--- config.mk ---
export PLATFORM = sky130hd
export DESIGN_NAME = crs_core_regs
export DESIGN_NICKNAME = d
export VERILOG_FILES = /design/src/common/crs_pkg.sv /design/src/verilog/crs_core_regs.sv /design/src/verilog/crs_stack_ptr.sv
export SDC_FILE = /design/constraint.sdc
export NUM_CORES = 1
export LEC_CHECK = 0
export BUFFER_PORTS_ARGS = -buffer_cell sky130_fd_sc_hd__buf_4
export CELL_PAD_IN_SITES_DETAIL_PLACEMENT = 1
export CELL_PAD_IN_SITES_GLOBAL_PLACEMENT = 2
export CORE_MARGIN = 4
export CORE_UTILIZATION = 33
export DETAILED_ROUTE_END_ITERATION = 10
export PLACE_DENSITY = 0.83
export RECOVER_POWER = 50
export SLEW_MARGIN = 20
export SYNTH_ARGS = -nofsm -noshare
export SYNTH_HDL_FRONTEND = slang
export SYNTH_SLANG_ARGS = --single-unit
--- constraint.sdc ---
create_clock -name clock -period 6.6 [get_ports clock]
set_clock_uncertainty 0.1 [all_clocks]
set_input_delay 1.65 -clock clock [delete_from_list [all_inputs] [get_ports clock]]
set_output_delay 1.65 -clock clock [all_outputs]
set_load 0.01 [all_outputs]
--- src/common/crs_pkg.sv ---
// Constants and types shared by the core register set
package crs_pkg;

	localparam int unsigned CRS_DATA_W = 8;
	localparam int unsigned CRS_ADDR_W = 16;

	// Condition flag positions and result bit indices
	localparam int unsigned CRS_FLAG_C = 0;
	localparam int unsigned CRS_FLAG_Z = 1;
	localparam int unsigned CRS_FLAG_N = 2;
	localparam int unsigned CRS_FLAG_I = 3;
	localparam int unsigned CRS_FLAG_H = 4;
	localparam int unsigned CRS_MSB    = 7;
	localparam int unsigned CRS_HALF   = 4;

	// Reset values, fixed bits, stack base and sequencer step limits
	localparam logic [7:0]  CRS_FLAGS_RST   = 8'hE8;
	localparam logic [7:0]  CRS_FLAGS_FIXED = 8'hE0;
	localparam logic [15:0] CRS_SP_RST      = 16'h017F;
	localparam logic [15:0] CRS_SP_BASE     = 16'h0100;
	localparam int unsigned CRS_SP_LOW_W    = 7;
	localparam logic [7:0]  CRS_ZERO8       = 8'h00;
	localparam logic [15:0] CRS_ZERO16      = 16'h0000;
	localparam logic [2:0]  CRS_CTX_LAST    = 3'h4;
	localparam logic [2:0]  CRS_CALL_LAST   = 3'h1;

	// Register selector for dedicated move instructions
	typedef enum logic [2:0] {
		CRS_SEL_ACC,
		CRS_SEL_IDX_X,
		CRS_SEL_IDX_Y,
		CRS_SEL_FLAGS,
		CRS_SEL_SP_LOW,
		CRS_SEL_PC_LOW,
		CRS_SEL_PC_HIGH
	} crs_sel_t;

	// Operations requested by the execution unit
	typedef enum logic [3:0] {
		CRS_OP_NONE,
		CRS_OP_ADD,
		CRS_OP_ADC,
		CRS_OP_SUB,
		CRS_OP_LOGIC,
		CRS_OP_MOVE,
		CRS_OP_SHIFT,
		CRS_OP_SET_CARRY,
		CRS_OP_CLEAR_CARRY,
		CRS_OP_MASK_INT,
		CRS_OP_UNMASK_INT,
		CRS_OP_STACK_REINIT,
		CRS_OP_PUSH,
		CRS_OP_POP
	} crs_op_t;

	// Stack sequencer modes
	typedef enum logic [2:0] {
		CRS_SEQ_IDLE,
		CRS_SEQ_INT_PUSH,
		CRS_SEQ_INT_POP,
		CRS_SEQ_CALL_PUSH,
		CRS_SEQ_RET_POP
	} crs_seq_t;

	// Instruction request from the executing core
	typedef struct packed {
		crs_op_t   op;
		crs_sel_t  dst;
		logic      wr_en;
		logic [7:0] operand_a;
		logic [7:0] operand_b;
		logic [7:0] result;
		logic      carry_out;
		logic      shift_carry;
		logic      pc_load;
		logic [15:0] pc_value;
		logic      pc_step;
	} crs_req_t;

	// Stack memory port
	typedef struct packed {
		logic        wr;
		logic        rd;
		logic [15:0] addr;
		logic [7:0]  wdata;
	} crs_mem_t;

endpackage

--- src/verilog/crs_core_regs.sv ---
// Programmer-visible register set of the 8-bit core
`timescale 1ns/100ps
`default_nettype none
// Operation
// RULE1 - 8-bit accumulator holds operands and results
// RULE2 - two 8-bit index registers
// RULE3 - second index never saved on interrupts
// RULE4 - 16-bit program counter, low and high bytes
// RULE5 - registers reached only by dedicated instructions
// RULE6 - flags reset with upper bits and mask set
// RULE7 - half carry from bit 3 on add
// RULE8 - mask set on entry or software
// RULE9 - masked requests held pending until unmasked
// RULE10 - interrupt return clears mask, pending then taken
// RULE11 - negative copies result bit 7
// RULE12 - zero set when result is zero
// RULE13 - carry from arithmetic, set/clear, shifts, bit tests (no bit-test op here; carry comes from ADD, ADC, SUB, SHIFT, SET/CLEAR)
// RULE14 - stack pointer upper nine bits fixed
// RULE15 - stack pointer reset and reinit to top
// RULE16 - decrement after push, increment before pop
// RULE17 - stack pointer wraps silently both ways
// RULE18 - stack pointer low byte loadable
// RULE19 - interrupt pushes program counter low first
// RULE20 - call uses two bytes, interrupt five
// RULE21 - context order PROGRAM_COUNTER_LOW, PROGRAM_COUNTER_HIGH, X, A, flags
module crs_core_regs
	import crs_pkg::*;
(
	input  wire logic        clock,
	input  wire logic        sys_rst,
	input  wire crs_req_t    req,
	input  wire logic        int_request,
	input  wire logic        trap_request,
	input  wire logic        int_ack,
	input  wire logic        interrupt_return_instr,
	input  wire logic        call_start,
	input  wire logic        ret_start,
	input  wire logic [7:0]  mem_rdata,
	output var  logic [7:0]  rd_data,
	output var  logic [7:0]  accumulator,
	output var  logic [7:0]  index_x,
	output var  logic [7:0]  index_y,
	output var  logic [15:0] program_counter,
	output var  logic [7:0]  condition_flags,
	output var  logic [15:0] stack_pointer,
	output var  logic        int_take,
	output var  logic        int_pending,
	output var  logic        seq_busy,
	output var  crs_mem_t    mem
);
	typedef struct packed {
		logic [7:0]  acc;
		logic [7:0]  idx_x;
		logic [7:0]  idx_y;
		logic [15:0] pc;
		logic [7:0]  flags;
		logic        pending;
		logic        take;
		logic        busy;
		logic        pop_seq;
		crs_seq_t    seq;
		logic [2:0]  step;
		logic [7:0]  rd;
		crs_mem_t    mem;
	} crs_state_t;

	crs_state_t state_r;
	crs_state_t state_nxt;

	logic [15:0] sp;
	logic [15:0] sp_pre_inc;
	logic        sp_push;
	logic        sp_pop;
	logic        sp_load;
	logic        sp_reinit;
	logic [4:0]  half_sum;

	// Byte pushed at each step of the interrupt context
	function automatic logic [7:0] ctx_byte(input logic [2:0] step, input crs_state_t s);
		logic [7:0] b;
		b = s.flags;
		case (step)
			3'h0: b = s.pc[7:0]; // see RULE19
			3'h1: b = s.pc[15:8]; // see RULE21
			3'h2: b = s.idx_x; // see RULE21
			3'h3: b = s.acc; // see RULE21
			default: b = s.flags; // see RULE21
		endcase
		return b;
	endfunction

	// Flag update from a result byte
	function automatic logic [7:0] nz_update(input logic [7:0] f, input logic [7:0] res);
		logic [7:0] o;
		o = f;
		o[CRS_FLAG_N] = res[CRS_MSB]; // see RULE11
		o[CRS_FLAG_Z] = (res == CRS_ZERO8); // see RULE12
		return o;
	endfunction

	crs_stack_ptr #(
		.LOW_W(CRS_SP_LOW_W)
	) u_sp (
		.clock      (clock),
		.sys_rst    (sys_rst),
		.reinit     (sp_reinit),
		.push       (sp_push),
		.pop        (sp_pop),
		.load       (sp_load),
		.load_value (req.result),
		.sp         (sp),
		.sp_pre_inc (sp_pre_inc)
	);

	always_comb begin
		state_nxt = state_r;
		sp_push = 1'b0;
		sp_pop = 1'b0;
		sp_load = 1'b0;
		sp_reinit = 1'b0;
		half_sum = {1'b0, req.operand_a[3:0]} + {1'b0, req.operand_b[3:0]} +
			{4'h0, (req.op == CRS_OP_ADC) ? state_r.flags[CRS_FLAG_C] : 1'b0};
		state_nxt.mem.wr = 1'b0;
		state_nxt.mem.rd = 1'b0;
		state_nxt.take = 1'b0;
		state_nxt.pop_seq = 1'b0;

		// Pending latch; set wins over acknowledge
		if (int_request) begin
			state_nxt.pending = 1'b1; // see RULE9
		end else if (int_ack) begin
			state_nxt.pending = 1'b0;
		end

		if (req.pc_load) begin
			state_nxt.pc = req.pc_value; // see RULE4
		end else if (req.pc_step) begin
			state_nxt.pc = state_r.pc + 16'h0001;
		end

		case (state_r.seq)
			CRS_SEQ_IDLE: begin
				if (trap_request || ((int_request || state_r.pending) &&
						!state_r.flags[CRS_FLAG_I])) begin
					state_nxt.take = 1'b1; // see RULE8
					state_nxt.seq = CRS_SEQ_INT_PUSH;
					state_nxt.step = 3'h0;
				end else if (interrupt_return_instr) begin
					state_nxt.seq = CRS_SEQ_INT_POP;
					state_nxt.step = CRS_CTX_LAST;
				end else if (call_start) begin
					state_nxt.seq = CRS_SEQ_CALL_PUSH;
					state_nxt.step = 3'h0;
				end else if (ret_start) begin
					state_nxt.seq = CRS_SEQ_RET_POP;
					state_nxt.step = CRS_CALL_LAST;
				end else begin
					if (req.wr_en && req.op == CRS_OP_MOVE) begin
						case (req.dst)
							CRS_SEL_ACC:     state_nxt.acc = req.result; // see RULE1
							CRS_SEL_IDX_X:   state_nxt.idx_x = req.result; // see RULE2
							CRS_SEL_IDX_Y:   state_nxt.idx_y = req.result; // see RULE2
							CRS_SEL_FLAGS:   state_nxt.flags = req.result | CRS_FLAGS_FIXED;
							CRS_SEL_SP_LOW:  sp_load = 1'b1; // see RULE18
							CRS_SEL_PC_LOW:  state_nxt.pc[7:0] = req.result;
							CRS_SEL_PC_HIGH: state_nxt.pc[15:8] = req.result;
							default:         state_nxt.acc = state_r.acc;
						endcase
						if (req.dst != CRS_SEL_FLAGS) begin // see RULE11 RULE12
							state_nxt.flags = nz_update(state_r.flags, req.result);
						end
					end else if (req.wr_en) begin
						case (req.dst)
							CRS_SEL_IDX_X: state_nxt.idx_x = req.result;
							CRS_SEL_IDX_Y: state_nxt.idx_y = req.result;
							default:       state_nxt.acc = req.result; // see RULE1
						endcase
					end
					case (req.op)
						CRS_OP_ADD, CRS_OP_ADC: begin
							state_nxt.flags = nz_update(state_r.flags, req.result);
							state_nxt.flags[CRS_FLAG_H] = half_sum[CRS_HALF]; // see RULE7
							state_nxt.flags[CRS_FLAG_C] = req.carry_out; // see RULE13
						end
						CRS_OP_SUB: begin
							state_nxt.flags = nz_update(state_r.flags, req.result);
							state_nxt.flags[CRS_FLAG_C] = req.carry_out; // see RULE13
						end
						CRS_OP_LOGIC: state_nxt.flags = nz_update(state_r.flags, req.result);
						CRS_OP_SHIFT: begin
							state_nxt.flags = nz_update(state_r.flags, req.result);
							state_nxt.flags[CRS_FLAG_C] = req.shift_carry; // see RULE13
						end
						CRS_OP_SET_CARRY:   state_nxt.flags[CRS_FLAG_C] = 1'b1; // see RULE13
						CRS_OP_CLEAR_CARRY: state_nxt.flags[CRS_FLAG_C] = 1'b0; // see RULE13
						CRS_OP_MASK_INT:    state_nxt.flags[CRS_FLAG_I] = 1'b1; // see RULE8
						CRS_OP_UNMASK_INT:  state_nxt.flags[CRS_FLAG_I] = 1'b0; // see RULE10
						CRS_OP_STACK_REINIT: sp_reinit = 1'b1; // see RULE15
						CRS_OP_PUSH: begin
							state_nxt.mem.wr = 1'b1;
							state_nxt.mem.addr = sp;
							state_nxt.mem.wdata = req.result;
							sp_push = 1'b1; // see RULE16
						end
						CRS_OP_POP: begin
							state_nxt.mem.rd = 1'b1;
							state_nxt.mem.addr = sp_pre_inc; // see RULE16
							sp_pop = 1'b1;
						end
						default: state_nxt.flags = state_nxt.flags;
					endcase
				end
			end
			CRS_SEQ_INT_PUSH, CRS_SEQ_CALL_PUSH: begin
				state_nxt.mem.wr = 1'b1;
				state_nxt.mem.addr = sp; // see RULE19
				state_nxt.mem.wdata = ctx_byte(state_r.step, state_r);
				sp_push = 1'b1;
				state_nxt.step = state_r.step + 3'h1;
				if (state_r.seq == CRS_SEQ_CALL_PUSH && state_r.step == CRS_CALL_LAST) begin
					state_nxt.seq = CRS_SEQ_IDLE; // see RULE20
				end else if (state_r.step == CRS_CTX_LAST) begin
					state_nxt.seq = CRS_SEQ_IDLE; // see RULE20
					state_nxt.flags[CRS_FLAG_I] = 1'b1; // see RULE8
				end
			end
			CRS_SEQ_INT_POP, CRS_SEQ_RET_POP: begin
				// Reads issued; data arrives next cycle at previous step
				state_nxt.mem.rd = 1'b1;
				state_nxt.mem.addr = sp_pre_inc;
				state_nxt.pop_seq = 1'b1;
				sp_pop = 1'b1;
				state_nxt.step = state_r.step - 3'h1;
				if (state_r.step == 3'h0) begin
					state_nxt.seq = CRS_SEQ_IDLE;
				end
			end
			default: state_nxt.seq = CRS_SEQ_IDLE;
		endcase

		// Popped byte lands one cycle after its read; index Y untouched
		if (state_r.mem.rd && state_r.pop_seq) begin // see RULE3
			case (state_r.step + ((state_r.seq == CRS_SEQ_IDLE) ? 3'h0 : 3'h1))
				CRS_CTX_LAST: begin
					state_nxt.flags = mem_rdata | CRS_FLAGS_FIXED; // see RULE21
					state_nxt.flags[CRS_FLAG_I] = 1'b0; // see RULE10
				end
				3'h3: state_nxt.acc = mem_rdata;
				3'h2: state_nxt.idx_x = mem_rdata;
				3'h1: state_nxt.pc[15:8] = mem_rdata;
				default: state_nxt.pc[7:0] = mem_rdata;
			endcase
		end
		if (interrupt_return_instr && state_r.seq == CRS_SEQ_IDLE) begin
			state_nxt.flags[CRS_FLAG_I] = 1'b0; // see RULE10
		end

		case (req.dst)
			CRS_SEL_ACC:     state_nxt.rd = state_r.acc; // see RULE5
			CRS_SEL_IDX_X:   state_nxt.rd = state_r.idx_x;
			CRS_SEL_IDX_Y:   state_nxt.rd = state_r.idx_y;
			CRS_SEL_FLAGS:   state_nxt.rd = state_r.flags;
			CRS_SEL_SP_LOW:  state_nxt.rd = sp[7:0]; // see RULE18
			CRS_SEL_PC_LOW:  state_nxt.rd = state_r.pc[7:0];
			default:         state_nxt.rd = state_r.pc[15:8];
		endcase
		state_nxt.busy = (state_nxt.seq != CRS_SEQ_IDLE);
	end

	always_ff @(posedge clock) begin
		if (sys_rst) begin
			state_r.acc <= CRS_ZERO8;
			state_r.idx_x <= CRS_ZERO8;
			state_r.idx_y <= CRS_ZERO8;
			state_r.pc <= CRS_ZERO16;
			state_r.flags <= CRS_FLAGS_RST; // see RULE6
			state_r.pending <= 1'b0;
			state_r.take <= 1'b0;
			state_r.busy <= 1'b0;
			state_r.pop_seq <= 1'b0;
			state_r.seq <= CRS_SEQ_IDLE;
			state_r.step <= 3'h0;
			state_r.rd <= CRS_ZERO8;
			state_r.mem <= '0;
		end else begin
			state_r <= state_nxt;
		end
	end

	assign rd_data = state_r.rd;
	assign accumulator = state_r.acc;
	assign index_x = state_r.idx_x;
	assign index_y = state_r.idx_y;
	assign program_counter = state_r.pc;
	assign condition_flags = state_r.flags;
	assign stack_pointer = sp;
	assign int_take = state_r.take;
	assign int_pending = state_r.pending;
	assign seq_busy = state_r.busy;
	assign mem = state_r.mem;
endmodule
`default_nettype wire

--- src/verilog/crs_stack_ptr.sv ---
// Stack pointer with fixed upper bits and low seven-bit wrap
`timescale 1ns/100ps
`default_nettype none
module crs_stack_ptr
	import crs_pkg::*;
#(
	parameter int unsigned LOW_W = CRS_SP_LOW_W
) (
	input  wire logic        clock,
	input  wire logic        sys_rst,
	input  wire logic        reinit,
	input  wire logic        push,
	input  wire logic        pop,
	input  wire logic        load,
	input  wire logic [7:0]  load_value,
	output var  logic [15:0] sp,
	output var  logic [15:0] sp_pre_inc
);
	typedef struct packed {
		logic [LOW_W-1:0] low;
	} crs_sp_state_t;

	crs_sp_state_t state_r;
	crs_sp_state_t state_nxt;
	logic [LOW_W-1:0] inc_low;

	always_comb begin
		inc_low = state_r.low + 1'b1; // see RULE17
		state_nxt = state_r;
		if (reinit) begin
			state_nxt.low = CRS_SP_RST[LOW_W-1:0]; // see RULE15
		end else if (load) begin
			state_nxt.low = load_value[LOW_W-1:0]; // see RULE18
		end else if (push) begin
			state_nxt.low = state_r.low - 1'b1; // see RULE16
		end else if (pop) begin
			state_nxt.low = inc_low; // see RULE16
		end
	end

	always_ff @(posedge clock) begin
		if (sys_rst) begin
			state_r.low <= CRS_SP_RST[LOW_W-1:0]; // see RULE15
		end else begin
			state_r <= state_nxt;
		end
	end

	assign sp = {CRS_SP_BASE[15:LOW_W], state_r.low}; // see RULE14
	assign sp_pre_inc = {CRS_SP_BASE[15:LOW_W], inc_low};
endmodule
`default_nettype wire
# Word-level counts from Yosys, hierarchy flattened
# Index checks and enable logic that the tools add are counted.
# classes
add_sub_neg,8
n_eq_ne,39
n_reduce_logical,32
bitwise,5
muxes,89
# ops
operator,count
$mux W48,4
$mux W8,14
$mux W26,4
$mux W24,4
$mux W16,3
$pmux W16 S3,1
$pmux W8 S6,1
$mux W44,1
$mux W1,32
$pmux W16 S2,1
$pmux W8 S4,1
$eq A3 B2 Y1 const B,8
$eq A4 B4 Y1 const B,6
$mux W6,4
$mux W7,3
$eq A3 B3 Y1 const B,6
$pmux W3 S3,2
$reduce_and A6 Y1,3
$add A16 B1 Y16 const B,1
$eq A4 B3 Y1 const B,4
$pmux W8 S2,1
$eq A3 B1 Y1 const B,4
$mux W3,4
$reduce_or A2 Y1,6
other kinds (31),55
# totals
register_bits,99
input_bits,68
out_inout_bits,101

# Longest topological paths before layout
# Gate-level depths: netlist of the first run.
# logic_depth
depth_word,14
depth_mapped,11
ltp_nobuf,9

# Hierarchy
# From an unflattened synthesis of the first run, not the netlist that was laid out.
# unflattened
cells_unflattened,893
hier_area_um2,7159.4
# by_module_without_submodules
module,n_inst,cells_each,area_each_um2,seq_area_each_um2
crs_core_regs,1,795,6421.2,1841.8
crs_stack_ptr,1,98,738.2,140.1

# Worst setup path before layout of the first run
# No wires, ideal clock.
# synth_path
path_type,in2reg
start,input port req[51] (netlist name)
end,register u_sp.state_r[2] (netlist name)
t_arrival_ns,3.158
cell_stages,8
required_time_ns,6.376
n_path_buf,2
setup_ns,0.124
path_slack_ns,3.217
cell_sequence,clkbuf_1 nand4b_4 nand2b_1 buf_2 nor4_4 or3b_1 o41ai_1 nor2_2
# synth_between
elab_chain_len,9
elab_cells_between_ends,33
# synth_rtl
element,line,rtl
from (decl),crs_core_regs.sv:31,"input wire crs_req_t req,"
$eq A4 B4 Y1 / $eq A4 B3 Y1 (equally long branches),"crs_core_regs.sv:179, crs_core_regs.sv:158",
$mux W1 / $logic_and A1 B1 Y1 (equally long branches),"crs_core_regs.sv:179, crs_core_regs.sv:158",
"$mux W1, on equally long branches","crs_core_regs.sv:154, crs_core_regs.sv:158",
"$mux W1, on equally long branches","crs_core_regs.sv:151, crs_core_regs.sv:154",
"$mux W1, on equally long branches","crs_core_regs.sv:148, crs_core_regs.sv:151",
"$mux W1, on equally long branches","crs_core_regs.sv:143, crs_core_regs.sv:148",
$pmux W1 S2 / $mux W1 (equally long branches),"crs_core_regs.sv:141, crs_core_regs.sv:143",
$mux W7 / $mux W1 (equally long branches),"crs_stack_ptr.sv:34, crs_core_regs.sv:141",
$mux W7 / $reduce_bool A3 Y1 (equally long branches),-,
to (signal assigned),crs_stack_ptr.sv:45,state_r <= state_nxt;
to (decl),crs_stack_ptr.sv:23,crs_sp_state_t state_r;
# Several ways; a longest one is shown, not always the timed one.
# A chain may end at the register's enable or synchronous reset.

# Worst setup path in the final report of the first run
# layout_path
start,input port req[45] (netlist name)
end,register state_r (netlist bit index_x[5])
# layout_between
elab_chain_len,11
# layout_rtl
element,line,rtl
$eq A3 B1 Y1 *,"crs_core_regs.sv:159, crs_core_regs.sv:173",
$mux W8 *,"crs_core_regs.sv:159, crs_core_regs.sv:173",
$mux W24,crs_core_regs.sv:172,end else if (req.wr_en) begin
$mux W24 *,crs_core_regs.sv:158,if (req.wr_en && req.op == CRS_OP_MOVE) begin
$mux W48 *,crs_core_regs.sv:154,end else if (ret_start) begin
$mux W48 *,crs_core_regs.sv:151,end else if (call_start) begin
$mux W48 *,crs_core_regs.sv:148,end else if (interrupt_return_instr) begin
$mux W48 *,crs_core_regs.sv:143,if (trap_request || ((int_request || state_r.pending) &&
$mux W44 *,crs_core_regs.sv:141,case (state_r.seq)
$mux W8,crs_core_regs.sv:243,case (state_r.step + ((state_r.seq == CRS_SEQ_IDLE) ? 3'h0 : 3'h1))
$mux W16 *,crs_core_regs.sv:242,if (state_r.mem.rd && state_r.pop_seq) begin
to (signal assigned),crs_core_regs.sv:286,state_r <= state_nxt;
to (decl),crs_core_regs.sv:67,crs_state_t state_r;
# Mark *: on every way between the ends. The rest lies on a longest branch, timed or not. The select of a mux whose other input is x is not followed.

==> out/results.ini, run 1 <==
[clock_tree]
cts_tree=done
cts_setup_buffers=0
clk_latency_ns=0.36
cts_buffer_depth=2
cts_hold_buf=0
clk_pin_slew_ns=0.07
h-tree-depth=3
cts.sinks=91
cts_buffers=9
post_cts_resized=0
clock-root-buffer=clkbuf_16

[placement]
port_buffers=143
hpwl_um=17100
pre_cts_ws_ns=2.18
globalplace.congestion=0.837

[grt]
overflow=0
grt_use_met2_pct=34.9
grt_max_degree=85
antenna_found_initial=0
grt_pass1_vias=6249
grt_pass1_wl_um=35700
track_usage_pct=20.5
use_met1_pct=26.0
met3_usage_pct=4.18
top_usage_layer=met2

[setup_path]
cp-end-kind=flip-flop
crit_path_start_kind=primary input
path_class=primary input to flip-flop
reg2reg_depth=9
cp.required_ns=6.70
crit_family=simple AND/OR/NAND/NOR gates
cpMaxStageDelayCell=clkbuf_1
worst_path_largest_cell_delay_ns=1.01
crit_fanout=28
worstPathArrival_ns=4.19
crit_chain=clkbuf_1, nor2b_1, nand4b_1, mux2i_1, a211oi_1
crit_buf_inv=1
worst-path-stages=5

[sta]
hold_viol_final=0
setup_slack_ns=2.51
max_slew_margin_pct=4.99
min_period_ns=4.09
setup_violations=0
maxSlewViolCount=0
min_period_over_period_pct=62.0
grt_setup_unrepaired=false
tns_ns=0
worst_pin_slew_ns=1.43
max_freq_mhz=245

[yosys]
ys_types=70
synth_top_cells_by_count=105 x nor2_1, 93 x buf_4, 91 x dfxtp_1, 45 x mux2i_1, 43 x nand2_1
synth.area.mux_share_pct=8.69
syn-mean-instance-area_sq_um=8.05
synthTopCellsByArea=dfxtp_1 28%, buf_4 11%, mux2i_1 6.8%
ys_seq_area_share_pct=27.6
netlist_instances=821
synth_top_family_by_area=compound AO/OA/AOI/OAI gates
mappedNetlistArea_sq_mm=0.00661
synth-adder-area-share_pct=2.84
synth_area_leader_cell=dfxtp_1
synth_compound_area_share_pct=22.5
synth_most_common_cell=nor2_1
synth_edf_count=0
yosys_warnings=0
synth_top_area_share_pct=27.6
ys_ff_latch=91
ys.flop_type=dfxtp_1
synthSimpleGateAreaFrac_pct=20.1
synth_xor_area_share_pct=2.78
synth-async-reset-ratio_pct=0

[route]
vias=6139
drcViolationCount=3
routed_wl_um=23100
vias_per_cell=5.54
final_antenna_net_count=0
first_pass_iters=11
routedWlPerCell_um=20.8
dr.first_iter.drc_count=359

[min_path]
worstHoldPathType=flip-flop to flip-flop
min_path_cells=2

[power]
power.leakage_nw=2.83
powerDensity_mw_per_mm2=245
vdd_drop_max_mv=0.118

[floorplanning]
ioPinCount=169
die_w_um=149
die_y_um=149
start_util_pct=33.7
row_count=51
dieArea_sq_mm=0.0223
core_sq_mm=0.0196

[flow_run]
maxCapViolCount=0

[final_layout]
multi_input_area_sq_mm=0.00383
drive_above_1_share_pct=12.9
seq_area_sq_mm=0.00182
area_growth_pct=8.14
fillers=2457
num-nets-final=922
diodes=0

[run_status]
violations=DRC
status=complete, but fails checks

[state kept, by name, indices dropped and copies added, names as in the netlist]
name / flops
rd_data: 8
accumulator: 8
state_r: 7
condition_flags: 8
index_y: 8
program_counter: 16
int_take: 1
seq_busy: 1
int_pending: 1
u_sp.state_r: 7
index_x: 8
mem: 18
[metal layers]
metal  part of all wire, %  vias up  wire length (um)
met2                    48      182             11200
met3                   5.6       33              1300
met4                   2.2        0               505
met5                     0        -                 0
met1                    44     3009             10100
li1                      -     2915                 -
[cell usage in the layout (no fill, tap or decap), types with 7 or more instances in the layout]
master / synthesis / routed
a222oi_1: 8 / 8
xor2_1: 9 / 9
a311oi_1: 8 / 8
dfxtp_1: 91 / 91
inv_1: 17 / 17
mux2_2: 7 / 7
conb_1: 2 / 17
a21oi_1: 39 / 39
a221oi_1: 7 / 7
a211oi_1: 38 / 38
mux2i_1: 45 / 45
a22oi_1: 12 / 12
nor2b_1: 13 / 13
or3_1: 8 / 8
nand2b_1: 12 / 12
o21ai_0: 28 / 28
nor3_1: 19 / 19
o211ai_1: 7 / 7
and3_1: 11 / 11
clkbuf_1: 41 / 78
buf_4: 93 / 66
clkbuf_16: 0 / 9
nand3_1: 8 / 8
a221o_1: 9 / 9
nand4_1: 8 / 8
ha_1: 15 / 15
nor2_1: 105 / 105
nand3b_1: 7 / 7
xnor2_1: 12 / 12
nand2_1: 43 / 43
[worst reg2reg max path, stage by stage, from the launching register on]
cell	delay, ns
dfxtp_1	0.48
or3_1	0.58
ha_1	0.24
ha_1	0.21
xnor2_1	0.16
nor4_1	0.77
a221oi_1	0.13
o21ai_1	0.14
nor2_1	0.06
nor4_1	0.25
[where the power goes]
part	internal, mW	switching (mW)	total (mW)	leakage [nW]
registers	0.603	0.0868	0.690	0.745
clock network	0.299	0.238	0.536	0.145
logic	0.214	0.313	0.527	1.94
[stage by stage]
| step | utilization (%) | hold slack [ns] | total power, mW | area [sq um] | cells |
|---|---|---|---|---|---|
| floorplan | - | 0.332 | 1.08 | 6660 | 836 |
| global placement | 36.4 | 0.344 | 1.25 | 7130 | 1093 |
| detailed placement | 36.4 | 0.357 | 1.26 | 7130 | 1093 |
| CTS | 37.9 | 0.366 | 1.80 | 7430 | 1109 |
| global route | 36.5 | 0.392 | 1.86 | 7140 | 1109 |
| finish | 36.5 | 0.360 | 1.75 | 7140 | 1109 |
[final cells by class]
| type | count | area share (%) |
|---|---|---|
| Clock buffer | 10 | 3.20 |
| Clock inverter | 6 | 0.998 |
| Inverter | 17 | 0.893 |
| Multi-Input combinational cell | 576 | 53.7 |
| Sequential cell | 91 | 25.5 |
| Tap cell | 265 | 4.64 |
| Timing Repair Buffer | 144 | 11.1 |
[cells by family (layout without fill, tap and decap cells)]
group,Yosys count,after routing
other,2,17
and+or+nand+nor,262,262
buffers and inverters,169,177
xor gates and xnor gates,21,21
muxes,54,54
AOI/OAI and AO/OA,207,207
DFF,91,91
adders and majority gates,15,15
[final timing paths]
| path | startpoint | endpoint | slack, ns |
|---|---|---|---|
| worst max-delay path | req[45] | index_x[5] | 2.51 |
| worst min-delay path | mem[10] | mem[10] | 0.36 |
| worst max register to register | state_r[39] | condition_flags[0] | 3.40 |
| worst min register to register | mem[10] | mem[10] | 0.36 |
Power figures use the tool's default switching activity.
==> inputs of run 2 (changes only) <==
--- a/config.mk
+++ b/config.mk
@@ -5,13 +5,14 @@
 export SDC_FILE = /design/constraint.sdc
 export NUM_CORES = 1
 export LEC_CHECK = 0
+export ABC_AREA = 1
 export BUFFER_PORTS_ARGS = -buffer_cell sky130_fd_sc_hd__buf_4
 export CELL_PAD_IN_SITES_DETAIL_PLACEMENT = 1
 export CELL_PAD_IN_SITES_GLOBAL_PLACEMENT = 2
 export CORE_MARGIN = 4
-export CORE_UTILIZATION = 33
+export CORE_UTILIZATION = 29
 export DETAILED_ROUTE_END_ITERATION = 10
-export PLACE_DENSITY = 0.83
+export PLACE_DENSITY = 0.79
 export RECOVER_POWER = 50
 export SLEW_MARGIN = 20
 export SYNTH_ARGS = -nofsm -noshare
==> constraint.sdc (replaced) <==
create_clock -name clock -period 4.2 [get_ports clock]
set_clock_uncertainty 0.1 [all_clocks]
set_input_delay 1.05 -clock clock [delete_from_list [all_inputs] [get_ports clock]]
set_output_delay 1.05 -clock clock [all_outputs]
set_load 0.01 [all_outputs]
==> out/results.ini, run 2 <==
[yosys]
netlist_instances=1037  ; was 821
synth_edf_count=0  ; unchanged
mappedNetlistArea_sq_mm=0.00671  ; was 0.00661 sq mm
synth_area_leader_cell=dfxtp_1  ; unchanged
synth-async-reset-ratio_pct=0  ; unchanged
synth_top_cells_by_count=212 x nand2_1, 137 x inv_1, 99 x o21ai_0, 93 x buf_4, 91 x dfxtp_1  ; was 105 x nor2_1, 93 x buf_4, 91 x dfxtp_1, 45 x mux2i_1, 43 x nand2_1
ys_seq_area_share_pct=27.2  ; was 27.6%
ys.flop_type=dfxtp_1  ; unchanged
synthTopCellsByArea=dfxtp_1 27%, nand2_1 12%, buf_4 10%  ; was dfxtp_1 28%, buf_4 11%, mux2i_1 6.8%
yosys_warnings=0  ; unchanged
syn-mean-instance-area_sq_um=6.47  ; was 8.05 sq um
synth_top_area_share_pct=27.2  ; was 27.6%
synth_most_common_cell=nand2_1  ; was nor2_1
ys_ff_latch=91  ; unchanged
ys_types=48  ; was 70

[clock_tree]
cts_tree=done  ; unchanged
clk_latency_ns=0.36  ; about the same
clock-root-buffer=clkbuf_16  ; unchanged
clk_pin_slew_ns=0.07  ; about the same
cts_setup_buffers=0  ; unchanged
post_cts_resized=0  ; unchanged
h-tree-depth=3  ; unchanged
cts_buffers=9  ; unchanged
cts_hold_buf=0  ; unchanged
cts.sinks=91  ; unchanged
cts_buffer_depth=2  ; unchanged

[route]
drcViolationCount=0  ; was 3
vias=6891  ; was 6139
first_pass_iters=5  ; was 11
dr.first_iter.drc_count=449  ; was 359
final_antenna_net_count=0  ; unchanged
routed_wl_um=27500  ; was 23100 um
vias_per_cell=4.99  ; was 5.54
routedWlPerCell_um=19.9  ; was 20.8 um

[grt]
grt_pass1_vias=6884  ; was 6249
overflow=0  ; unchanged
antenna_found_initial=0  ; unchanged
grt_pass1_wl_um=41800  ; was 35700 um
grt_max_degree=44  ; was 85
track_usage_pct=20.8  ; was 20.5%

[sta]
hold_viol_final=0  ; unchanged
max_freq_mhz=306
tns_ns=0  ; unchanged
worst_pin_slew_ns=1.24  ; was 1.43 ns
max_slew_margin_pct=16.7  ; was 4.99%
min_period_ns=3.27
setup_violations=0  ; unchanged
maxSlewViolCount=0  ; unchanged
grt_setup_unrepaired=false  ; unchanged
min_period_over_period_pct=77.9

[floorplanning]
start_util_pct=29.5  ; was 33.7%
die_y_um=160  ; was 149 um
dieArea_sq_mm=0.0256  ; was 0.0223 sq mm
die_w_um=160  ; was 149 um
row_count=55  ; was 51
core_sq_mm=0.0227  ; was 0.0196 sq mm
ioPinCount=169  ; unchanged

[placement]
globalplace.congestion=0.908  ; was 0.837
hpwl_um=21700  ; was 17100 um
port_buffers=143  ; unchanged

[setup_path]
cp-end-kind=flip-flop  ; unchanged
cp.required_ns=4.35  ; was 6.70 ns
crit_path_start_kind=primary input  ; unchanged
crit_fanout=16  ; was 28
reg2reg_depth=10  ; was 9
worstPathArrival_ns=3.42  ; was 4.19 ns
path_class=primary input to flip-flop  ; unchanged

[power]
power.leakage_nw=3.49  ; was 2.83 nW
total_power_mw=2.95  ; was 1.75 mW
vdd_drop_max_mv=0.180  ; was 0.118 mV
powerDensity_mw_per_mm2=398  ; was 245 mW/mm^2

[run_status]
status=complete, no violations  ; was complete, but fails checks

[final_layout]
num-nets-final=1173  ; was 922
diodes=0  ; unchanged
final_common_cell=nand2_1  ; was nor2_1
layout_common_cells=213 x nand2_1, 138 x inv_1, 99 x o21ai_0  ; was 105 x nor2_1, 91 x dfxtp_1, 78 x clkbuf_1
drive_above_1_share_pct=10.9  ; was 12.9%
area_growth_pct=10.4  ; was 8.14%
largest_reg_flops=18  ; unchanged
max_flop_register=mem  ; unchanged

[min_path]
min_path_cells=1  ; was 2
worstHoldPathType=flip-flop to flip-flop  ; unchanged

[flow_run]
maxCapViolCount=0  ; unchanged

==> run 2: cell types whose count changed after synthesis, moves of 32 or more <==
cell	previous run	this run
inv_1	17	137
a21oi_1	39	86
nand2_1	43	212
a211oi_1	38	6
nand3_1	8	52
o21ai_0	28	99
mux2i_1	45	0
==> run 2: area by class of cell <==
type / count / area (sq um)
clock buffers: 9 / 225
clock inverters: 7 / 101
fillers: 2983 / 15300
inverters: 147 / 557
multi-input cells: 696 / 3540
flip-flops and latches: 91 / 1820
well taps: 285 / 357
repair buffers: 145 / 811
==> run 2: path summary, 6_finish.rpt <==
check,startpoint,slack [ns],endpoint
setup reg to reg,condition_flags[3],1.30,accumulator[0]
hold / removal,mem[16],0.38,mem[16]
setup / recovery,int_request,0.93,accumulator[0]
hold reg to reg,mem[16],0.38,mem[16]
==> run 2: power breakdown <==
group | switching [mW] | internal [mW]
Combinational | 0.657 | 0.311
Sequential | 0.103 | 0.957
Clock | 0.396 | 0.527
==> run 2: through the flow <==
| stage | hold WS, ns | area (sq um) | cells | utilization, % | worst slack, ns |
|---|---|---|---|---|---|
| 4_1_cts | 0.380 | 7710 | 1380 | 33.9 | 1.41 |
| 6_report | 0.375 | 7410 | 1380 | 32.6 | 0.929 |
| 3_3_place_gp | 0.355 | 7380 | 1364 | 32.5 | 1.25 |
| 2_1_floorplan | 0.331 | 6770 | 1052 | - | 1.85 |
| 5_1_grt | 0.404 | 7410 | 1380 | 32.6 | 0.720 |
| 3_5_place_dp | 0.363 | 7380 | 1364 | 32.5 | 1.20 |
==> run 2: worst max-delay path: stages <==
cell	delay (ns)
clkbuf_4	0.11
inv_1	0.06
nand2_1	0.07
nand2_1	0.05
nand2_1	0.13
nor3_1	0.97
buf_4	0.33
nand2_2	0.23
nand2_1	0.12
nand2_1	0.06
o21ai_0	0.19
nor2_1	0.05
==> run 2: kinds of logic (layout without fill, tap and decap cells) <==
logic type	after synthesis	in the layout	synth area share [%]
other	2	17	0.112
flip-flops	91	91	27.2
AND/OR/NAND/NOR	381	381	24.8
buffers and inverters	265	308	20.7
adder cells (fa/ha/maj)	15	15	2.80
AO/OA/AOI/OAI	269	269	22.6
XOR/XNOR	14	14	1.83
==> run 2: layer usage <==
layer,track usage [%],up-vias,routed length [um]
met5,0,-,0
met4,6.34,0,565
met3,2.58,25,1160
met2,33.7,191,12600
met1,29.0,3272,13100
li1,-,3403,-
==> inputs of run 3 (changes only) <==
==> constraint.sdc (replaced) <==
create_clock -name clock -period 3.1 [get_ports clock]
set_clock_uncertainty 0.1 [all_clocks]
set_input_delay 0.775 -clock clock [delete_from_list [all_inputs] [get_ports clock]]
set_output_delay 0.775 -clock clock [all_outputs]
set_load 0.01 [all_outputs]
==> out/results.ini, run 3 (synthesized netlist as in run 2, its figures left out) <==
[run_status]
status=complete, no violations  ; unchanged

[power]
power.leakage_nw=3.51  ; was 3.49 nW
vdd_drop_max_mv=0.253  ; was 0.180 mV
powerDensity_mw_per_mm2=530  ; was 398 mW/mm^2
total_power_mw=3.94  ; was 2.95 mW

[final_layout]
area_growth_pct=10.9  ; was 10.4%
layout_common_cells=214 x nand2_1, 137 x inv_1, 99 x o21ai_0  ; was 213 x nand2_1, 138 x inv_1, 99 x o21ai_0
fillers=2994  ; was 2983
diodes=0  ; unchanged
largest_reg_flops=18  ; unchanged
final_common_cell=nand2_1  ; unchanged
max_flop_register=mem  ; unchanged
drive_above_1_share_pct=11.5  ; was 10.9%
num-nets-final=1180  ; was 1173

[floorplanning]
die_y_um=160  ; unchanged
dieArea_sq_mm=0.0256  ; unchanged
ioPinCount=169  ; unchanged
core_sq_mm=0.0227  ; unchanged
die_w_um=160  ; unchanged
start_util_pct=29.5  ; unchanged
row_count=55  ; unchanged

[clock_tree]
cts_buffer_depth=2  ; unchanged
cts_setup_buffers=0  ; unchanged
clock-root-buffer=clkbuf_16  ; unchanged
cts_tree=done  ; unchanged
cts_buffers=9  ; unchanged
cts_hold_buf=0  ; unchanged
clk_latency_ns=0.36  ; about the same
h-tree-depth=3  ; unchanged
clk_pin_slew_ns=0.07  ; about the same
cts.sinks=91  ; unchanged
post_cts_resized=0  ; unchanged

[setup_path]
crit_path_start_kind=flip-flop  ; was primary input
worst_path_largest_cell_delay_ns=0.48  ; was 0.97 ns
worstPathArrival_ns=2.89  ; was 3.42 ns
cpMostUsedCell=inv_1  ; was nand2_1
cp-end-kind=flip-flop  ; unchanged
path_class=flip-flop to flip-flop  ; was primary input to flip-flop
cpMaxStageDelayCell=nand4_1  ; was nor3_1
crit_chain=inv_1, nand3_4, ha_1, ha_1, xnor2_1, nand4_1, inv_1, a21oi_1, o21ai_1, nand2_1, inv_1  ; was clkbuf_4, inv_1, nand2_1, nand2_1, nand2_1, nor3_1, buf_4, nand2_2, nand2_1, nand2_1, o21ai_0, nor2_1
crit_fanout=9  ; was 16
cp.required_ns=3.31  ; was 4.35 ns

[grt]
track_usage_pct=21.2  ; was 20.8%
overflow=0  ; unchanged
antenna_found_initial=0  ; unchanged
grt_max_degree=34  ; was 44
grt_pass1_wl_um=42100  ; was 41800 um
grt_pass1_vias=6955  ; was 6884

[sta]
whs_ns=0.378  ; was 0.375 ns
max_freq_mhz=374
grt_setup_unrepaired=false  ; unchanged
min_period_over_period_pct=86.3
setup_violations=0  ; unchanged
tns_ns=0  ; unchanged
worst_pin_slew_ns=0.660  ; was 1.24 ns
min_period_ns=2.68
max_slew_margin_pct=55.7  ; was 16.7%
maxSlewViolCount=0  ; unchanged
hold_viol_final=0  ; unchanged

[min_path]
worstHoldPathType=flip-flop to flip-flop  ; unchanged

[route]
final_antenna_net_count=0  ; unchanged
dr.first_iter.drc_count=485  ; was 449
vias_per_cell=5.03  ; was 4.99
drcViolationCount=0  ; unchanged
vias=6974  ; was 6891
routedWlPerCell_um=20.1  ; was 19.9 um
first_pass_iters=5  ; unchanged
routed_wl_um=27800  ; was 27500 um

[placement]
hpwl_um=21900  ; was 21700 um
globalplace.congestion=0.935  ; was 0.908
port_buffers=143  ; unchanged

[flow_run]
maxCapViolCount=0  ; unchanged

[run 3: changes by cell type in the layout (fill, tap and decap cells not counted), sizes merged]
cell	before	now
buf	70	77
bufinv	2	1
clkinvlp	2	1
inv	146	148
[run 3: per-layer routing]
metal	up-vias	wire length [um]	GRT usage, %
li1	3405	-	-
met1	3310	12800	28.9
met2	218	12500	33.7
met3	41	1720	3.41
met4	0	811	7.67
met5	-	0	0
[run 3: worst max-delay path: cells and delay by family, from the launching register on]
family	cells	cell delay (ns)
AO/OA/AOI/OAI	2	0.17
XOR/XNOR	1	0.32
adder cells (fa/ha/maj)	2	0.40
buffers and inverters	3	0.62
flip-flops	1	0.33
AND/OR/NAND/NOR	3	0.68
[run 3: worst paths after layout]
path,start,endpoint,slack [ns],depth (start not counted)
worst max-delay path,state_r[38],index_x[7],0.42,11
worst min-delay path,mem[16],mem[16],0.38,1
worst max register to register,state_r[38],index_x[7],0.42,11
worst min register to register,mem[16],mem[16],0.38,1
[run 3: metrics by stage]
step	setup WS [ns]	std cells	utilization [%]	area [sq um]
final	0.424	1387	32.7	7440
after global routing	0.188	1387	32.7	7440
after CTS	0.424	1387	34.0	7730
after detailed placement	0.439	1371	32.7	7430
after global placement	0.516	1371	32.7	7430
after floorplan	1.02	1052	-	6770
[run 3: cell type report]
type                            instances  area, sq um  area share (%)
Multi-Input combinational cell        696         3540            47.6
Inverter                              147          557            7.49
Tap cell                              285          357            4.79
Sequential cell                        91         1820            24.5
Clock buffer                            9          225            3.03
Clock inverter                          7         73.8           0.993
Timing Repair Buffer                  152          863            11.6
[run 3: power breakdown]
part | switching, mW | internal (mW)
combinational | 0.896 | 0.434
sequential | 0.139 | 1.30
clock | 0.547 | 0.632
total | 1.58 | 2.36
